## src/rtl/gdcj_pkg.sv

```systemverilog
// shared constants for the gapped ds3 link: register map, burst schedule,
// link slot timing.
// assumes a 25 MHz system clock and one link channel per end pair.
//
// How it works
// - low select set, high clear: narrow loop
// - path bit one means transmit, zero receive
// - recovery-off bit clear keeps fast switch recovery
// - only host mode may disable fast recovery
// - eight-bit control, three upper bits read zero
// - any gap length accepted, no timeout
// - mapper side regularises gapped clock and data
// - seven pulses then one empty slot
// - one pulse or gap per reference period; here one per 160 ns link slot of SLOT_CLKS clk_i
// - five pulses then one empty slot
// - first frame: 63 sevens, 36 fives
// - first frame is 621 pulses, 720 slots
// - six pulses, no empty slot
// - second frame: 63 sevens, 35 fives, one six
// - two first frames, one second, repeat
package gdcj_pkg;

  // register map, one control register per channel
  localparam int NUM_CH = 3;
  localparam logic [7:0] OFF_ATT_CTRL_CH0 = 8'h07;
  localparam logic [7:0] OFF_ATT_CTRL_CH1 = 8'h0F;
  localparam logic [7:0] OFF_ATT_CTRL_CH2 = 8'h17;
  localparam logic [7:0] ATT_CTRL_RESET = 8'h00;
  localparam logic [7:0] ATT_CTRL_RW_MASK = 8'h1F;
  localparam int BIT_BW_LOW = 0;
  localparam int BIT_PATH_TX = 1;
  localparam int BIT_BW_HIGH = 2;
  localparam int BIT_FIFO_CLEAR = 3;
  localparam int BIT_RECOVERY_OFF = 4;

  // schedule of the gapped clock
  localparam int MAX_GAP_SLOTS = 59;
  localparam logic [2:0] SEVEN_PULSES = 3'h7;
  localparam logic [2:0] FIVE_PULSES = 3'h5;
  localparam logic [2:0] SIX_PULSES = 3'h6;
  localparam logic [3:0] SEVEN_SLOTS = 4'h8;
  localparam logic [3:0] FIVE_SLOTS = 4'h6;
  localparam logic [3:0] SIX_SLOTS = 4'h6;
  localparam logic [6:0] SEVEN_REPS = 7'h3F;
  localparam logic [6:0] FIVE_REPS_A = 7'h24;
  localparam logic [6:0] FIVE_REPS_B = 7'h23;
  localparam logic [6:0] SIX_REPS = 7'h01;
  localparam logic [1:0] FRAMES_PER_SUPER = 2'h3;
  localparam logic [1:0] FRAME_B_INDEX = 2'h2;
  localparam logic [9:0] FRAME_A_PULSES = 10'h26D;
  localparam logic [9:0] FRAME_B_PULSES = 10'h26E;
  localparam logic [9:0] FRAME_SLOTS = 10'h2D0;

  // timing: reference rate of the schedule, and the link slot in clk_i
  localparam int REF_FREQ_KHZ = 51840;
  localparam int CLK_FREQ_KHZ = 25000;
  localparam int LINK_PERIOD_NS = 160;
  localparam int CLK_PERIOD_NS = 1000000 / CLK_FREQ_KHZ;
  localparam int SLOT_CLKS = LINK_PERIOD_NS / CLK_PERIOD_NS;

  typedef enum {SEG_SEVEN, SEG_FIVE, SEG_SIX} gdcj_seg_e;

endpackage

```

## src/rtl/gdcj_link_if.sv

```systemverilog
// gapped ds3 clock and data between the mapper side and the line channel.
// assumes the mapper side drives both wires; the clock rests low in gaps.
`timescale 1ns/1ps
`default_nettype none
interface gdcj_link_if;
  logic tclk;
  logic tdata;
  modport mapper (output tclk, output tdata);
  modport line (input tclk, input tdata);
endinterface
`default_nettype wire

```

## src/rtl/gdcj_fifo.sv

```systemverilog
// small valid/ready buffer held in flip-flops.
// assumes one clock; ready and valid are registered.
`timescale 1ns/1ps
`default_nettype none
module gdcj_fifo #(
  parameter int WIDTH = 1,
  parameter int DEPTH = 2
) (
  input wire logic clk_i,
  input wire logic rst_i,
  input wire logic in_valid_i,
  input wire logic [WIDTH-1:0] in_data_i,
  output logic in_ready_o,
  output logic out_valid_o,
  output logic [WIDTH-1:0] out_data_o,
  input wire logic out_ready_i
);
  localparam int AW = (DEPTH > 2) ? $clog2(DEPTH) : 1;
  localparam logic [AW:0] FULL_CNT = (AW+1)'(DEPTH);

  initial begin
    if (DEPTH < 2 || WIDTH < 1) $error("gdcj_fifo: bad geometry");
  end

  logic [WIDTH-1:0] mem_r [DEPTH];
  logic [AW-1:0] wr_ptr_r;
  logic [AW-1:0] rd_ptr_r;
  logic [AW:0] count_r;
  logic push;
  logic pop;
  logic [AW:0] count_nxt;

  assign push = in_valid_i && in_ready_o;
  assign pop = out_valid_o && out_ready_i;
  assign count_nxt = count_r + (AW+1)'(push) - (AW+1)'(pop);
  assign out_data_o = mem_r[rd_ptr_r];

  function automatic logic [AW-1:0] ptr_inc(input logic [AW-1:0] p);
    ptr_inc = (p == AW'(DEPTH - 1)) ? '0 : p + AW'(1);
  endfunction

  always_ff @(posedge clk_i) begin
    if (push) begin
      mem_r[wr_ptr_r] <= in_data_i;
    end
  end

  always_ff @(posedge clk_i) begin
    if (rst_i) begin
      wr_ptr_r <= '0;
      rd_ptr_r <= '0;
      count_r <= '0;
      in_ready_o <= 1'b0;
      out_valid_o <= 1'b0;
    end else begin
      if (push) wr_ptr_r <= ptr_inc(wr_ptr_r);
      if (pop) rd_ptr_r <= ptr_inc(rd_ptr_r);
      count_r <= count_nxt;
      // flags kept as flops so the ports come straight from registers
      in_ready_o <= (count_nxt != FULL_CNT);
      out_valid_o <= (count_nxt != '0);
    end
  end
endmodule
`default_nettype wire

```

## src/rtl/gdcj_mapper_shaper.sv

```systemverilog
// mapper-side shaper: buffers gapped ds3 bits and replays them on the
// regular burst schedule as a gapped clock with data.
// assumes in_* comes from logic on clk_i; link clock is made here by a divider.
`timescale 1ns/1ps
`default_nettype none
module gdcj_mapper_shaper
  import gdcj_pkg::*;
#(
  parameter int SLOT_DIV = SLOT_CLKS,
  parameter int BUF_DEPTH = 2
) (
  input wire logic clk_i,
  input wire logic rst_i,
  gdcj_link_if.mapper link,
  input wire logic in_valid_i,
  input wire logic in_bit_i,
  output logic in_ready_o,
  output logic stall_o,
  output logic super_start_o,
  output logic [1:0] frame_idx_o,
  output logic [9:0] frame_pulses_o
);
  localparam int PW = $clog2(SLOT_DIV);
  localparam logic [PW-1:0] PH_LAST = PW'(SLOT_DIV - 1);
  localparam logic [PW-1:0] PH_RISE = PW'(SLOT_DIV / 2 - 1);
  localparam logic [PW-1:0] PH_FALL = PW'(SLOT_DIV - 2);

  initial begin
    if (SLOT_DIV < 4 || (SLOT_DIV % 2) != 0) begin
      $error("gdcj_mapper_shaper: SLOT_DIV must be even and at least 4");
    end
    if (BUF_DEPTH < 2) $error("gdcj_mapper_shaper: BUF_DEPTH below 2");
  end

  // pulses at the head of a burst of the given kind
  function automatic logic [2:0] seg_pulses(input gdcj_seg_e s);
    case (s)
      SEG_SEVEN: seg_pulses = SEVEN_PULSES;
      SEG_FIVE: seg_pulses = FIVE_PULSES;
      SEG_SIX: seg_pulses = SIX_PULSES;
      default: seg_pulses = SIX_PULSES;
    endcase
  endfunction

  // slots a burst occupies, its empty slot included
  function automatic logic [3:0] seg_slots(input gdcj_seg_e s);
    case (s)
      SEG_SEVEN: seg_slots = SEVEN_SLOTS;
      SEG_FIVE: seg_slots = FIVE_SLOTS;
      SEG_SIX: seg_slots = SIX_SLOTS;
      default: seg_slots = SIX_SLOTS;
    endcase
  endfunction

  // repeats of a burst within the current frame
  function automatic logic [6:0] seg_reps(input gdcj_seg_e s,
                                          input logic frame_b);
    case (s)
      SEG_SEVEN: seg_reps = SEVEN_REPS;
      SEG_FIVE: seg_reps = frame_b ? FIVE_REPS_B : FIVE_REPS_A;
      SEG_SIX: seg_reps = SIX_REPS;
      default: seg_reps = SIX_REPS;
    endcase
  endfunction

  // buffer between the bursty source and the schedule
  logic buf_valid;
  logic buf_bit;
  logic buf_pop;

  gdcj_fifo #(
    .WIDTH(1),
    .DEPTH(BUF_DEPTH)
  ) u_buf (
    .clk_i(clk_i),
    .rst_i(rst_i),
    .in_valid_i(in_valid_i),
    .in_data_i(in_bit_i),
    .in_ready_o(in_ready_o),
    .out_valid_o(buf_valid),
    .out_data_o(buf_bit),
    .out_ready_i(buf_pop)
  );

  // schedule position
  logic [PW-1:0] phase_r;
  gdcj_seg_e seg_r;
  logic [3:0] slot_r;
  logic [6:0] rep_r;
  logic [1:0] frame_r;
  logic pulse_r;
  logic tclk_r;
  logic tdata_r;

  logic slot_start;
  logic frame_b;
  logic is_pulse;
  logic advance;
  logic last_slot;
  logic last_rep;
  logic last_seg;

  assign slot_start = (phase_r == PH_LAST);
  assign frame_b = (frame_r == FRAME_B_INDEX);
  assign is_pulse = ({1'b0, seg_pulses(seg_r)} > slot_r);
  // a pulse slot with nothing buffered waits in place
  assign buf_pop = slot_start && is_pulse && buf_valid;
  assign advance = slot_start && (!is_pulse || buf_valid);
  assign last_slot = (slot_r == seg_slots(seg_r) - 4'h1);
  assign last_rep = (rep_r == seg_reps(seg_r, frame_b) - 7'h01);
  assign last_seg = (seg_r == SEG_SIX) || (seg_r == SEG_FIVE && !frame_b);

  // divider making the slot rate of the link
  always_ff @(posedge clk_i) begin
    if (rst_i) begin
      phase_r <= '0;
    end else if (slot_start) begin
      phase_r <= '0;
    end else begin
      phase_r <= phase_r + PW'(1);
    end
  end

  // one pulse or gap per slot
  always_ff @(posedge clk_i) begin
    if (rst_i) begin
      pulse_r <= 1'b0;
      tdata_r <= 1'b0;
      stall_o <= 1'b0;
    end else if (slot_start) begin
      pulse_r <= is_pulse && buf_valid;
      stall_o <= is_pulse && !buf_valid;
      // data only moves with a pulse; gaps hold the last bit
      if (buf_pop) tdata_r <= buf_bit;
    end
  end

  // clock high in the back half of a pulse slot, after data has settled
  always_ff @(posedge clk_i) begin
    if (rst_i) begin
      tclk_r <= 1'b0;
    end else begin
      tclk_r <= pulse_r && (phase_r >= PH_RISE) && (phase_r <= PH_FALL);
    end
  end

  assign link.tclk = tclk_r;
  assign link.tdata = tdata_r;

  // burst, repeat, frame walk
  always_ff @(posedge clk_i) begin
    if (rst_i) begin
      slot_r <= '0;
      rep_r <= '0;
      seg_r <= SEG_SEVEN;
      frame_r <= '0;
    end else if (advance) begin
      if (!last_slot) begin
        slot_r <= slot_r + 4'h1;
      end else begin
        slot_r <= '0;
        if (!last_rep) begin
          rep_r <= rep_r + 7'h01;
        end else begin
          rep_r <= '0;
          case (seg_r)
            SEG_SEVEN: seg_r <= SEG_FIVE;
            SEG_FIVE: seg_r <= frame_b ? SEG_SIX : SEG_SEVEN;
            SEG_SIX: seg_r <= SEG_SEVEN;
            default: seg_r <= SEG_SEVEN;
          endcase
          if (last_seg) begin
            // two first frames then one second frame
            frame_r <= (frame_r == FRAMES_PER_SUPER - 2'h1) ? 2'h0
                                                           : frame_r + 2'h1;
          end
        end
      end
    end
  end

  // progress report: frame index and pulses sent in it so far
  logic frame_end;
  logic frame_end_r;
  assign frame_end = advance && last_slot && last_rep && last_seg;

  always_ff @(posedge clk_i) begin
    if (rst_i) begin
      frame_pulses_o <= '0;
      frame_idx_o <= '0;
      super_start_o <= 1'b0;
      frame_end_r <= 1'b0;
    end else begin
      frame_idx_o <= frame_r;
      frame_end_r <= frame_end;
      // pulses per frame come out at 621 or 622
      // cleared a cycle late: a frame may end on a pulse slot
      if (frame_end_r) begin
        frame_pulses_o <= '0;
      end else if (buf_pop) begin
        frame_pulses_o <= frame_pulses_o + 10'h001;
      end
      super_start_o <= frame_end && frame_b;
    end
  end
endmodule
`default_nettype wire

```

## src/flat_wrapper.sv

```systemverilog
// flat-port wrapper written by rule: the top's interface ports become plain ports
module gdcj_mapper_shaper_flat import gdcj_pkg::*;
#(
  parameter int SLOT_DIV = SLOT_CLKS,
  parameter int BUF_DEPTH = 2
)
  (clk_i, rst_i, in_valid_i, in_bit_i, in_ready_o, stall_o, super_start_o, frame_idx_o, frame_pulses_o, link_tclk, link_tdata);
  gdcj_link_if link_i ();
  input wire logic clk_i;
  input wire logic rst_i;
  input wire logic in_valid_i;
  input wire logic in_bit_i;
  output logic in_ready_o;
  output logic stall_o;
  output logic super_start_o;
  output logic [1:0] frame_idx_o;
  output logic [9:0] frame_pulses_o;
  output wire logic [$bits(link_i.tclk)-1:0] link_tclk;
  output wire logic [$bits(link_i.tdata)-1:0] link_tdata;
  assign link_tclk = link_i.tclk;
  assign link_tdata = link_i.tdata;
  gdcj_mapper_shaper #(.SLOT_DIV(SLOT_DIV), .BUF_DEPTH(BUF_DEPTH)) u_core (.clk_i(clk_i), .rst_i(rst_i), .link(link_i), .in_valid_i(in_valid_i), .in_bit_i(in_bit_i), .in_ready_o(in_ready_o), .stall_o(stall_o), .super_start_o(super_start_o), .frame_idx_o(frame_idx_o), .frame_pulses_o(frame_pulses_o));
endmodule
```

## config.mk

```make
export PLATFORM = sky130hd
export DESIGN_NAME = gdcj_mapper_shaper_flat
export DESIGN_NICKNAME = d
export VERILOG_FILES = /design/src/rtl/gdcj_pkg.sv /design/src/rtl/gdcj_link_if.sv /design/src/rtl/gdcj_fifo.sv /design/src/rtl/gdcj_mapper_shaper.sv /design/src/flat_wrapper.sv
export SDC_FILE = /design/constraint.sdc
export NUM_CORES = 1
export LEC_CHECK = 0
export ABC_AREA = 1
export BUFFER_PORTS_ARGS = -buffer_cell sky130_fd_sc_hd__buf_2
export CAP_MARGIN = 20
export CORE_AREA = 3 3 74 76
export CTS_CLUSTER_DIAMETER = 100
export DETAILED_ROUTE_END_ITERATION = 7
export DIE_AREA = 0 0 77 79
export GPL_TIMING_DRIVEN = 0
export PLACE_DENSITY_LB_ADDON = 0.25
export SKIP_LAST_GASP = 1
export SYNTH_ARGS = -nofsm -noshare
export SYNTH_HDL_FRONTEND = slang
export SYNTH_SLANG_ARGS = --single-unit
```

## constraint.sdc

```tcl
create_clock -name clk_i -period 2.4 [get_ports clk_i]
set_clock_uncertainty 0.15 [all_clocks]
set_input_delay 0.36 -clock clk_i [delete_from_list [all_inputs] [get_ports clk_i]]
set_output_delay 0.36 -clock clk_i [all_outputs]
set_load 0.02 [all_outputs]
```

==> results of run 1 <==
## worst max path at each step
stage               slack, ns             from                        to  cells past startpoint
global route            -0.12  u_core.seg_r[0]  u_core.u_buf.out_valid_o                     16
floorplan              -0.009  u_core.seg_r[0]  u_core.u_buf.out_valid_o                     16
detailed placement      -0.28  u_core.seg_r[0]  u_core.u_buf.out_valid_o                     16
finish                   0.01  u_core.seg_r[0]  u_core.u_buf.out_valid_o                     16
global placement        -0.25  u_core.seg_r[0]  u_core.u_buf.out_valid_o                     16
CTS                    -0.003  u_core.seg_r[0]  u_core.u_buf.out_valid_o                     16
## layout by cell type (no fill, tap or decap), types with 5 or more instances in the layout
cell	n
nand3_1	19
buf_2	19
inv_2	7
nor2_2	5
a21oi_1	17
nor2_1	31
ha_1	6
dfxtp_1	38
clkbuf_8	5
inv_1	39
nand2_2	8
nand2_1	48
o21ai_0	9
buf_4	9
nor3_1	7
## cell type report
| cell class | count | area, sq um | share of cell area [%] |
|---|---|---|---|
| clock buffer | 6 | 72.6 | 2.78 |
| inverter | 48 | 183 | 7.00 |
| sequential | 43 | 887 | 34.0 |
| clock inverter | 2 | 60.1 | 2.30 |
| tap | 67 | 83.8 | 3.21 |
| timing repair buffer | 28 | 163 | 6.24 |
| multi-input combinational | 191 | 1140 | 43.6 |
| buffer | 4 | 22.5 | 0.863 |
## power groups by stage
stage          Combinational (mW)  Clock (mW)  Sequential, mW
6_report                   0.0963       0.652           0.750
4_1_cts                    0.0959       0.671           0.751
3_3_place_gp               0.0842           0           0.766
3_5_place_dp               0.0883           0           0.766
2_1_floorplan              0.0606           0           0.769
5_1_grt                     0.110       0.691           0.753
## state kept, by name (all words and copies together) (netlist names), 2 cells and up
register / cells
u_core.rep_r: 7
u_core.frame_r: 2
u_core.u_buf.count_r: 2
u_core.u_buf.mem_r: 2
u_core.frame_idx_o: 2
u_core.seg_r: 2
u_core.frame_pulses_o: 10
u_core.phase_r: 2
u_core.slot_r: 4
## repair_timing
item                       in CTS  in global routing
pin swaps                       8                  6
setup buffers                   6                  3
resized for setup              11                  4
setup endpoints to repair       3                  3
## worst max-delay path: cells and delay by family, from the launching register on
kind	cells	cell delay, ns
fa+ha+maj	3	0.68
flops	1	0.38
simple gates	5	0.37
xor+xnor	2	0.34
buf+inv	5	0.28
compound gates	1	0.13
## cell families (layout without fill, tap and decap cells)
group                    Yosys count  after routing
buffers and inverters             52             88
XOR/XNOR                           5              5
AO/OA/AOI/OAI                     40             40
adder cells (fa/ha/maj)            9              9
AND/OR/NAND/NOR                  137            137
flip-flops                        43             43
## routing by layer
layer | vias to the layer above | routed length [um] | global-route usage (%)
met5 | - | 0 | 0
met4 | 0 | 59 | 6.05
met3 | 7 | 129 | 3.29
met2 | 29 | 2230 | 29.4
met1 | 840 | 1890 | 16.4
li1 | 981 | - | -
==> impl_metrics.tcl, run 1 <==
set metrics [dict create \
    place_ws_ns -0.283 \
    dr.pass1.iters 4 \
    gp_congestion 0.908 \
    crit_type "flop to flop" \
    instances_no_fill 389 \
    initial_core_util_pct 44.9 \
    yosys.area.top_type "dfxtp_1" \
    ys_top_cells_by_count "49 x nand2_1, 42 x inv_1, 41 x dfxtp_1, 31 x nor2_1, 21 x nand3_1" \
    hold_path_class "input port to flop" \
    yosysTopAreaCellShare_pct 38.2 \
    p_sw_share_pct 20.8 \
    power_switching_mw 0.311 \
    drc_errors 0 \
    hold_path_depth 1 \
    num_rows 25 \
    ys_ff_latch 43 \
    synth_fa_ha_area_share_pct 5.24 \
    p_clk_share_pct 43.5 \
    combPwrFrac_pct 6.4 \
    p_seq_share_pct 50.0 \
    dr.first_iter.drc_count 62 \
    die_w_um 77 \
    run_status "complete, no violations" \
    worstPathRequired_ns 2.47 \
    total_power_mw 1.50 \
    final_util_pct 54.5 \
    synth_mux_area_share_pct 0 \
    hold_violations 0 \
    grt.overflow.total 0 \
    fillers 447 \
    critPathSlowestCell "dfxtp_4" \
    hold-path-endpoint "u_core.u_buf.mem_r[0]" \
    antenna_found_initial 0 \
    cts_buffer_depth 2 \
    cap_violations 0 \
    placed_area_sq_um 2350 \
    yosysMostFrequentCell "nand2_1" \
    placed_cells 372 \
    setup_tns_ns 0 \
    vias 1857 \
    slowest_delay_ns 0.38 \
    synth_edf_count 2 \
    synthArstFlopShare_pct 0 \
    netlist_instances 286 \
    viasPerCell 4.77 \
    regToRegSetupSlack_ns 0.01 \
    setup_viol 0 \
    fin_area_sq_um 2610 \
    synthesis.area_sq_um 2150 \
    io-pin-count 21 \
    yosys-top-cells-area "dfxtp_1 38%, nand2_1 8.6%, inv_1 7.3%, nor2_1 5.4%, ha_1 5.2%" \
    worstMarginPinSlew_ns 0.436 \
    crit_arrival_ns 2.46 \
    p_per_area_nw_per_um2 574 \
    worstSetupEndpointType "flop" \
    drt.antenna.violating_nets 0 \
    synth_compound_area_share_pct 10.8 \
    finalCriticalPeriod_ns 2.39 \
    r2r_cells 16 \
    regToRegStartpoint "u_core.seg_r[0]" \
    nets 334 \
    synth_xor_area_share_pct 2.04 \
    fin_crit_sh_pct 99.5 \
    seq_area_frac_synth_pct 41.0 \
    path_clk_slew_ns 0.08 \
    drv_slew 0 \
    worstSkewPairLatency_ns 0.29 \
    grt_pass1_wl_mm 7.60 \
    slew_headroom_pct 70.8 \
    synth.avg_cell_area_sq_um 7.52 \
    cts_tree "done" \
    synth_top_family_by_area "simple AND/OR/NAND/NOR gates" \
    crit_chain "inv_4 > nor2_4 > inv_2 > ha_4 > nand3_2 > nand2_1 > inv_2 > nand2_4 > nor2_8 > ha_4 > inv_2 > ha_4 > xor2_2 > xor2_1 > inv_1 > a21oi_2" \
    dieArea_sq_um 6080 \
    portBuffers 19 \
    antennaDiodeCount 0 \
    mappedNetlistNets 299 \
    grt_max_degree 14 \
    root_buffer "clkbuf_8" \
    grt_use_total_pct 15.3 \
    peakVddDrop_uv 551 \
    grt_pass1_vias 1833 \
    cts_sinks 43 \
    max_clock_freq_mhz 419 \
    cts_made_buffers 5 \
    area_delta_synth_final_pct 21.4 \
    hold_ws_ns 0.116 \
    ys_types 36 \
    routedWlPerCell_um 11.1 \
    setup_ws_ns 0.0111 \
    p_int_mw 1.19 \
    rsz0062_at_grt "yes" \
    ys.flop_type "dfxtp_1" \
    path_max_fanout 4 \
    coreArea_sq_um 4790 \
    htreeDepth 2 \
    cts-hold-fix-buffers 0 \
    r2r-end "u_core.u_buf.out_valid_o" \
    dp_hpwl_mm 3.10 \
    routed_wl_mm 4.31 \
    yosysWarnings 0 \
    fp.dieH_um 79 \
    leakagePower_nw 1.09 \
    drive_gt1_share_pct 25.5 \
    synth_simple_gate_area_share_pct 31.5 \
    hold_start "in_bit_i" \
    startpoint_type "flop" \
]
(Power assumes the default switching activity.)
==> run 2, diff against run 1 <==
CORE_AREA = 3 3 68 82   (was 3 3 74 76)
DIE_AREA = 0 0 71 85   (was 0 0 77 79)
==> impl_metrics.tcl, run 2 (synthesized netlist as in run 1, its figures left out) <==
set metrics [dict create \
    run_status "complete, no violations" \
    placed_area_sq_um 2340 \
    worstPathRequired_ns 2.49 \
    cts_sinks 43 \
    finalCriticalPeriod_ns 2.35 \
    startpoint_type "flop" \
    mostFrequentLayoutCells "47 x nand2_1, 39 x inv_1, 38 x dfxtp_1, 31 x nor2_1" \
    initial_core_util_pct 43.8 \
    path_max_fanout 2 \
    path_clk_slew_ns 0.08 \
    placed_cells 365 \
    instances_no_fill 380 \
    leakagePower_nw 1.05 \
    grt.overflow.total 0 \
    critPathSlowestCell "dfxtp_2" \
    hold_violations 0 \
    dieArea_sq_um 6040 \
    drc_errors 0 \
    worstMarginPinSlew_ns 0.461 \
    dr.pass1.iters 4 \
    worstSetupEndpointType "flop" \
    routed_wl_mm 4.10 \
    drv_slew 0 \
    dr.first_iter.drc_count 67 \
    antennaDiodeCount 0 \
    grt_pass1_vias 1726 \
    hold_path_class "input port to flop" \
    crit_chain "inv_2 > nor2_4 > inv_2 > ha_4 > nand3_2 > nand2_2 > inv_2 > nand2_4 > nor2_8 > ha_4 > inv_2 > ha_4 > xor2_1 > xor2_1 > inv_1 > a21oi_2" \
    gp_congestion 0.911 \
    cts-hold-fix-buffers 0 \
    htreeDepth 2 \
    portBuffers 19 \
    cts_tree "done" \
    final_common_cell "nand2_1" \
    die_w_um 71 \
    drt.antenna.violating_nets 0 \
    routedWlPerCell_um 10.8 \
    viasPerCell 4.79 \
    num_rows 28 \
    vias 1819 \
    setup_viol 0 \
    crit_arrival_ns 2.44 \
    cts_buffer_depth 2 \
    slew_headroom_pct 69.2 \
    fin_crit_sh_pct 98.1 \
    worstSkewPairLatency_ns 0.30 \
    fp.dieH_um 85 \
    cpMostUsedCell "inv_2" \
    p_per_area_nw_per_um2 509 \
    io-pin-count 21 \
    cap_violations 0 \
    grt_pass1_wl_mm 7.26 \
    grt_use_total_pct 15.1 \
    crit_type "flop to flop" \
    largest_reg_flops 10 \
    drive_gt1_share_pct 25.0 \
    grt_max_degree 14 \
    root_buffer "clkbuf_8" \
    reg_top3 "u_core.frame_pulses_o: 10 flops, u_core.rep_r: 7 flops, u_core.slot_r: 4 flops" \
    path_buf_inv 5 \
    dp_hpwl_mm 3.02 \
    largest_register "u_core.frame_pulses_o" \
    coreArea_sq_um 4900 \
    final_util_pct 51.6 \
    cp_top_family "adder cells" \
    area_delta_synth_final_pct 17.7 \
    fin_area_sq_um 2530 \
    nets 332 \
    rsz0062_at_grt "yes" \
    peakVddDrop_uv 237 \
    cts_made_buffers 5 \
    slowest_delay_ns 0.34 \
    max_clock_freq_mhz 425 \
    fillers 486 \
    antenna_found_initial 0 \
]
[run 2: cell count changes in the layout (fill, tap and decap cells not counted)]
| cell | change |
|---|---|
| nand2_2 | +1 |
| inv_2 | +1 |
| buf_4 | -2 |
| clkinv_2 | +1 |
| inv_4 | -1 |
| nand2_1 | -1 |
| clkinvlp_4 | +1 |
| xor2_1 | +1 |
| xor2_2 | -1 |
| bufinv_16 | -2 |
[run 2: what timing repair did]
action	in CTS	in global routing
resized for setup	7	7
setup buffers	5	2
setup endpoints to repair	3	3
pin swaps	6	8
[run 2: area by class of cell]
class                      instances  area [sq um]  area share, %
tap                               60          75.1           2.97
clock inverter                     2          12.5          0.495
sequential                        43           887           35.1
multi-input combinational        191          1130           44.8
inverter                          48           180           7.12
clock buffer                       6          72.6           2.87
buffer                             4          22.5          0.890
timing repair buffer              26           148           5.84
[run 2: stage by stage]
step | setup TNS, ns | hold WS [ns] | setup slack, ns | total power [mW]
2_1_floorplan | -0.00939 | 0.267 | -0.00939 | 0.830
3_3_place_gp | -0.514 | 0.281 | -0.209 | 0.850
3_5_place_dp | -0.472 | 0.285 | -0.192 | 0.852
4_1_cts | 0 | 0.0928 | 0.0179 | 1.30
5_1_grt | -0.279 | 0.101 | -0.141 | 1.36
6_report | 0 | 0.101 | 0.0450 | 1.29
[run 2: power by group]
group / internal, mW / switching [mW]
Combinational: 0.0333 / 0.0590
Sequential: 0.737 / 0.0120
Clock: 0.203 / 0.243
[run 2: routing by layer]
layer | wire length [um] | global-route usage (%) | vias up | part of all wire, %
met5 | 0 | 0 | - | 0
met2 | 2140 | 27.3 | 25 | 52
met1 | 1720 | 16.2 | 810 | 42
met4 | 109 | 7.18 | 0 | 2.7
met3 | 127 | 3.67 | 11 | 3.1
li1 | - | - | 973 | -
[run 2: worst paths after layout]
kind,to,startpoint,slack (ns),depth (start not counted)
worst max-delay path,u_core.u_buf.out_valid_o,u_core.seg_r[0],0.05,16
worst min-delay path,u_core.u_buf.mem_r[0],in_bit_i,0.10,1
worst max register to register,u_core.u_buf.out_valid_o,u_core.seg_r[0],0.05,16
worst min register to register,u_core.phase_r[0],u_core.phase_r[0],0.29,1
==> run 3, diff against run 2 <==
ABC_AREA = 0   (was 1)
CORE_AREA = 3 3 65 80   (was 3 3 68 82)
CTS_CLUSTER_DIAMETER = not set   (was 100)
DIE_AREA = 0 0 68 83   (was 0 0 71 85)
MAX_ROUTING_LAYER = met4   (was not set)
==> impl_metrics.tcl, run 3 <==
set metrics [dict create \
    synth_simple_gate_area_share_pct 28.3 \
    coreArea_sq_um 4530 \
    reg_top3 "u_core.frame_pulses_o: 10 flops, u_core.rep_r: 7 flops, u_core.slot_r: 4 flops" \
    top_layer_used "met4" \
    fin_crit_sh_pct 104 \
    cts_made_buffers 5 \
    slowest_delay_ns 0.35 \
    fillers 424 \
    area_delta_synth_final_pct 25.5 \
    worstSetupEndpointType "flop" \
    max_clock_freq_mhz 401 \
    cts_tree "done" \
    drive_gt1_share_pct 23.9 \
    synthesis.area_sq_um 2000 \
    antenna_found_initial 0 \
    fin_area_sq_um 2510 \
    ys_ff_latch 43 \
    synth_xor_area_share_pct 6.57 \
    initial_core_util_pct 44.2 \
    rsz0062_at_grt "yes" \
    routedWlPerCell_um 13.2 \
    path_clk_slew_ns 0.08 \
    dp_hpwl_mm 2.75 \
    hold_ws_ns 0.103 \
    regToRegSetupSlack_ns -0.09 \
    portBuffers 20 \
    hold_violations 0 \
    critPathSlowestCell "dfxtp_4" \
    cpMostUsedCell "ha_4" \
    antennaDiodeCount 0 \
    routed_wl_mm 4.15 \
    fp.dieH_um 83 \
    root_buffer "clkbuf_8" \
    grt_pass1_vias 1496 \
    startpoint_type "flop" \
    largest_reg_flops 10 \
    htreeDepth 2 \
    synth_edf_count 2 \
    mappedNetlistNets 233 \
    synthArstFlopShare_pct 0 \
    leakagePower_nw 1.00 \
    regToRegStartpoint "u_core.seg_r[1]" \
    synth_fa_ha_area_share_pct 5.63 \
    p_per_area_nw_per_um2 611 \
    hold_path_depth 1 \
    grt_pass1_wl_mm 6.96 \
    hold_path_class "input port to flop" \
    yosysMostFrequentCell "dfxtp_1" \
    hold_start "in_bit_i" \
    die_w_um 68 \
    wl_met3_um 181 \
    vias 1661 \
    gp_congestion 0.764 \
    worstSkewPairLatency_ns 0.29 \
    ys_top_cells_by_count "41 x dfxtp_1, 27 x nor2_1, 12 x nand2_1, 11 x a21oi_1, 11 x xor2_1" \
    cts_buffer_depth 2 \
    synth_mux_area_share_pct 3.00 \
    viasPerCell 5.31 \
    yosysTopAreaCellShare_pct 41.0 \
    hold-path-endpoint "u_core.u_buf.mem_r[1]" \
    dr.pass1.iters 4 \
    finalCriticalPeriod_ns 2.49 \
    grt_use_total_pct 16.3 \
    placed_area_sq_um 2240 \
    worstMarginPinSlew_ns 0.563 \
    r2r_cells 12 \
    yosys.area.top_type "dfxtp_1" \
    violations "negative setup slack" \
    peakVddDrop_uv 443 \
    multi_input_area_sq_um 1180 \
    slew_headroom_pct 62.5 \
    run_status "finished, violations left" \
    io-pin-count 21 \
    grt.overflow.total 0 \
    dr.first_iter.drc_count 72 \
    setup_ws_ns -0.0912 \
    crit_arrival_ns 2.53 \
    seqCellArea_sq_um 890 \
    ys.flop_type "dfxtp_1" \
    yosysWarnings 0 \
    mostFrequentLayoutCells "38 x dfxtp_1, 26 x nor2_1, 20 x buf_2, 12 x nand2_1, 11 x xor2_1" \
    synth.avg_cell_area_sq_um 9.09 \
    dieArea_sq_um 5640 \
    seq_area_frac_synth_pct 44.0 \
    routedLengthMet1_mm 1.79 \
    worstPathRequired_ns 2.44 \
    nets 267 \
    cts_sinks 43 \
    synth_top_family_by_area "simple AND/OR/NAND/NOR gates" \
    cap_violations 0 \
    ys_types 46 \
    crit_type "flop to flop" \
    largest_register "u_core.frame_pulses_o" \
    r2r-end "u_core.u_buf.out_valid_o" \
    final_util_pct 55.4 \
    crit_chain "nand2b_4 > ha_4 > nor2b_4 > o21ai_4 > a21oi_4 > ha_4 > inv_2 > ha_4 > xor2_1 > xnor2_1 > nor2_1 > or2_4" \
    num_rows 27 \
    drv_slew 0 \
    setup_viol 1 \
    drc_errors 0 \
    netlist_instances 220 \
    drt.antenna.violating_nets 0 \
    synth_compound_area_share_pct 8.82 \
    grt_max_degree 14 \
    yosys-top-cells-area "dfxtp_1 41%, ha_1 5.6%, nor2_1 5.1%, xor2_1 4.8%, nand4_1 3.1%" \
    wl_met2_mm 2.14 \
    path_max_fanout 3 \
    final_common_cell "dfxtp_1" \
]
run 3: logic make-up (layout without fill, tap and decap cells):
| group | count (synthesis) | in the layout |
|---|---|---|
| AO/OA/AOI/OAI | 28 | 28 |
| AND/OR/NAND/NOR | 102 | 102 |
| flip-flops | 43 | 43 |
| XOR/XNOR | 15 | 15 |
| adder cells (fa/ha/maj) | 9 | 9 |
| multiplexers | 6 | 6 |
| buffers and inverters | 17 | 52 |
run 3: worst max-delay path by stage:
stage                               start                  endpoint  cells past startpoint
after floorplan           u_core.seg_r[1]  u_core.u_buf.out_valid_o                     13
after detailed placement  u_core.seg_r[1]  u_core.u_buf.out_valid_o                     13
after CTS                 u_core.seg_r[1]  u_core.u_buf.out_valid_o                     12
after global routing      u_core.seg_r[1]  u_core.u_buf.out_valid_o                     12
final                     u_core.seg_r[1]  u_core.u_buf.out_valid_o                     12
after global placement    u_core.seg_r[1]  u_core.u_buf.out_valid_o                     13
run 3: layer usage:
layer / track usage [%] / up-vias
met5: - / -
met4: 4.88 / 0
met3: 5.01 / 4
met2: 25.4 / 28
met1: 20.1 / 790
li1: - / 839
run 3: through the flow:
| stage | TNS (ns) | total power [mW] | std cells | worst slack, ns |
|---|---|---|---|---|
| 2_1_floorplan | -0.209 | 0.846 | 220 | -0.209 |
| 5_1_grt | -0.386 | 1.60 | 313 | -0.199 |
| 3_5_place_dp | -1.21 | 0.872 | 298 | -0.460 |
| 6_report | -0.0912 | 1.53 | 313 | -0.0912 |
| 3_3_place_gp | -1.08 | 0.870 | 298 | -0.461 |
| 4_1_cts | -0.146 | 1.53 | 311 | -0.118 |
run 3: area by class of cell:
type	count	share of cell area, %
flip-flops and latches	43	35.4
clock buffers	6	2.89
clock inverters	2	2.39
well taps	58	2.89
repair buffers	29	6.68
inverters	8	1.20
plain buffers	7	1.65
multi-input cells	160	46.9
run 3: critical path, delay by kind of cell (launching register included):
family                   cells  cell delay [ns]
AND/OR/NAND/NOR              4             0.60
flip-flops                   1             0.35
adder cells (fa/ha/maj)      3             0.65
AO/OA/AOI/OAI                2             0.25
XOR/XNOR                     2             0.35
buffers and inverters        1             0.03
run 3: repair_timing:
action / in CTS / in global routing
gates cloned: 0 / 0
pin swaps: 4 / 2
hold buffers: 0 / 0
endpoints found under the setup margin: 10 / 12
buffers inserted: 6 / 3
resized for setup: 10 / 6
run 3: power breakdown:
group,switching [mW],internal [mW],leakage (nW)
clock network,0.249,0.416,0.0654
registers,0.0224,0.739,0.353
logic,0.0569,0.0500,0.587
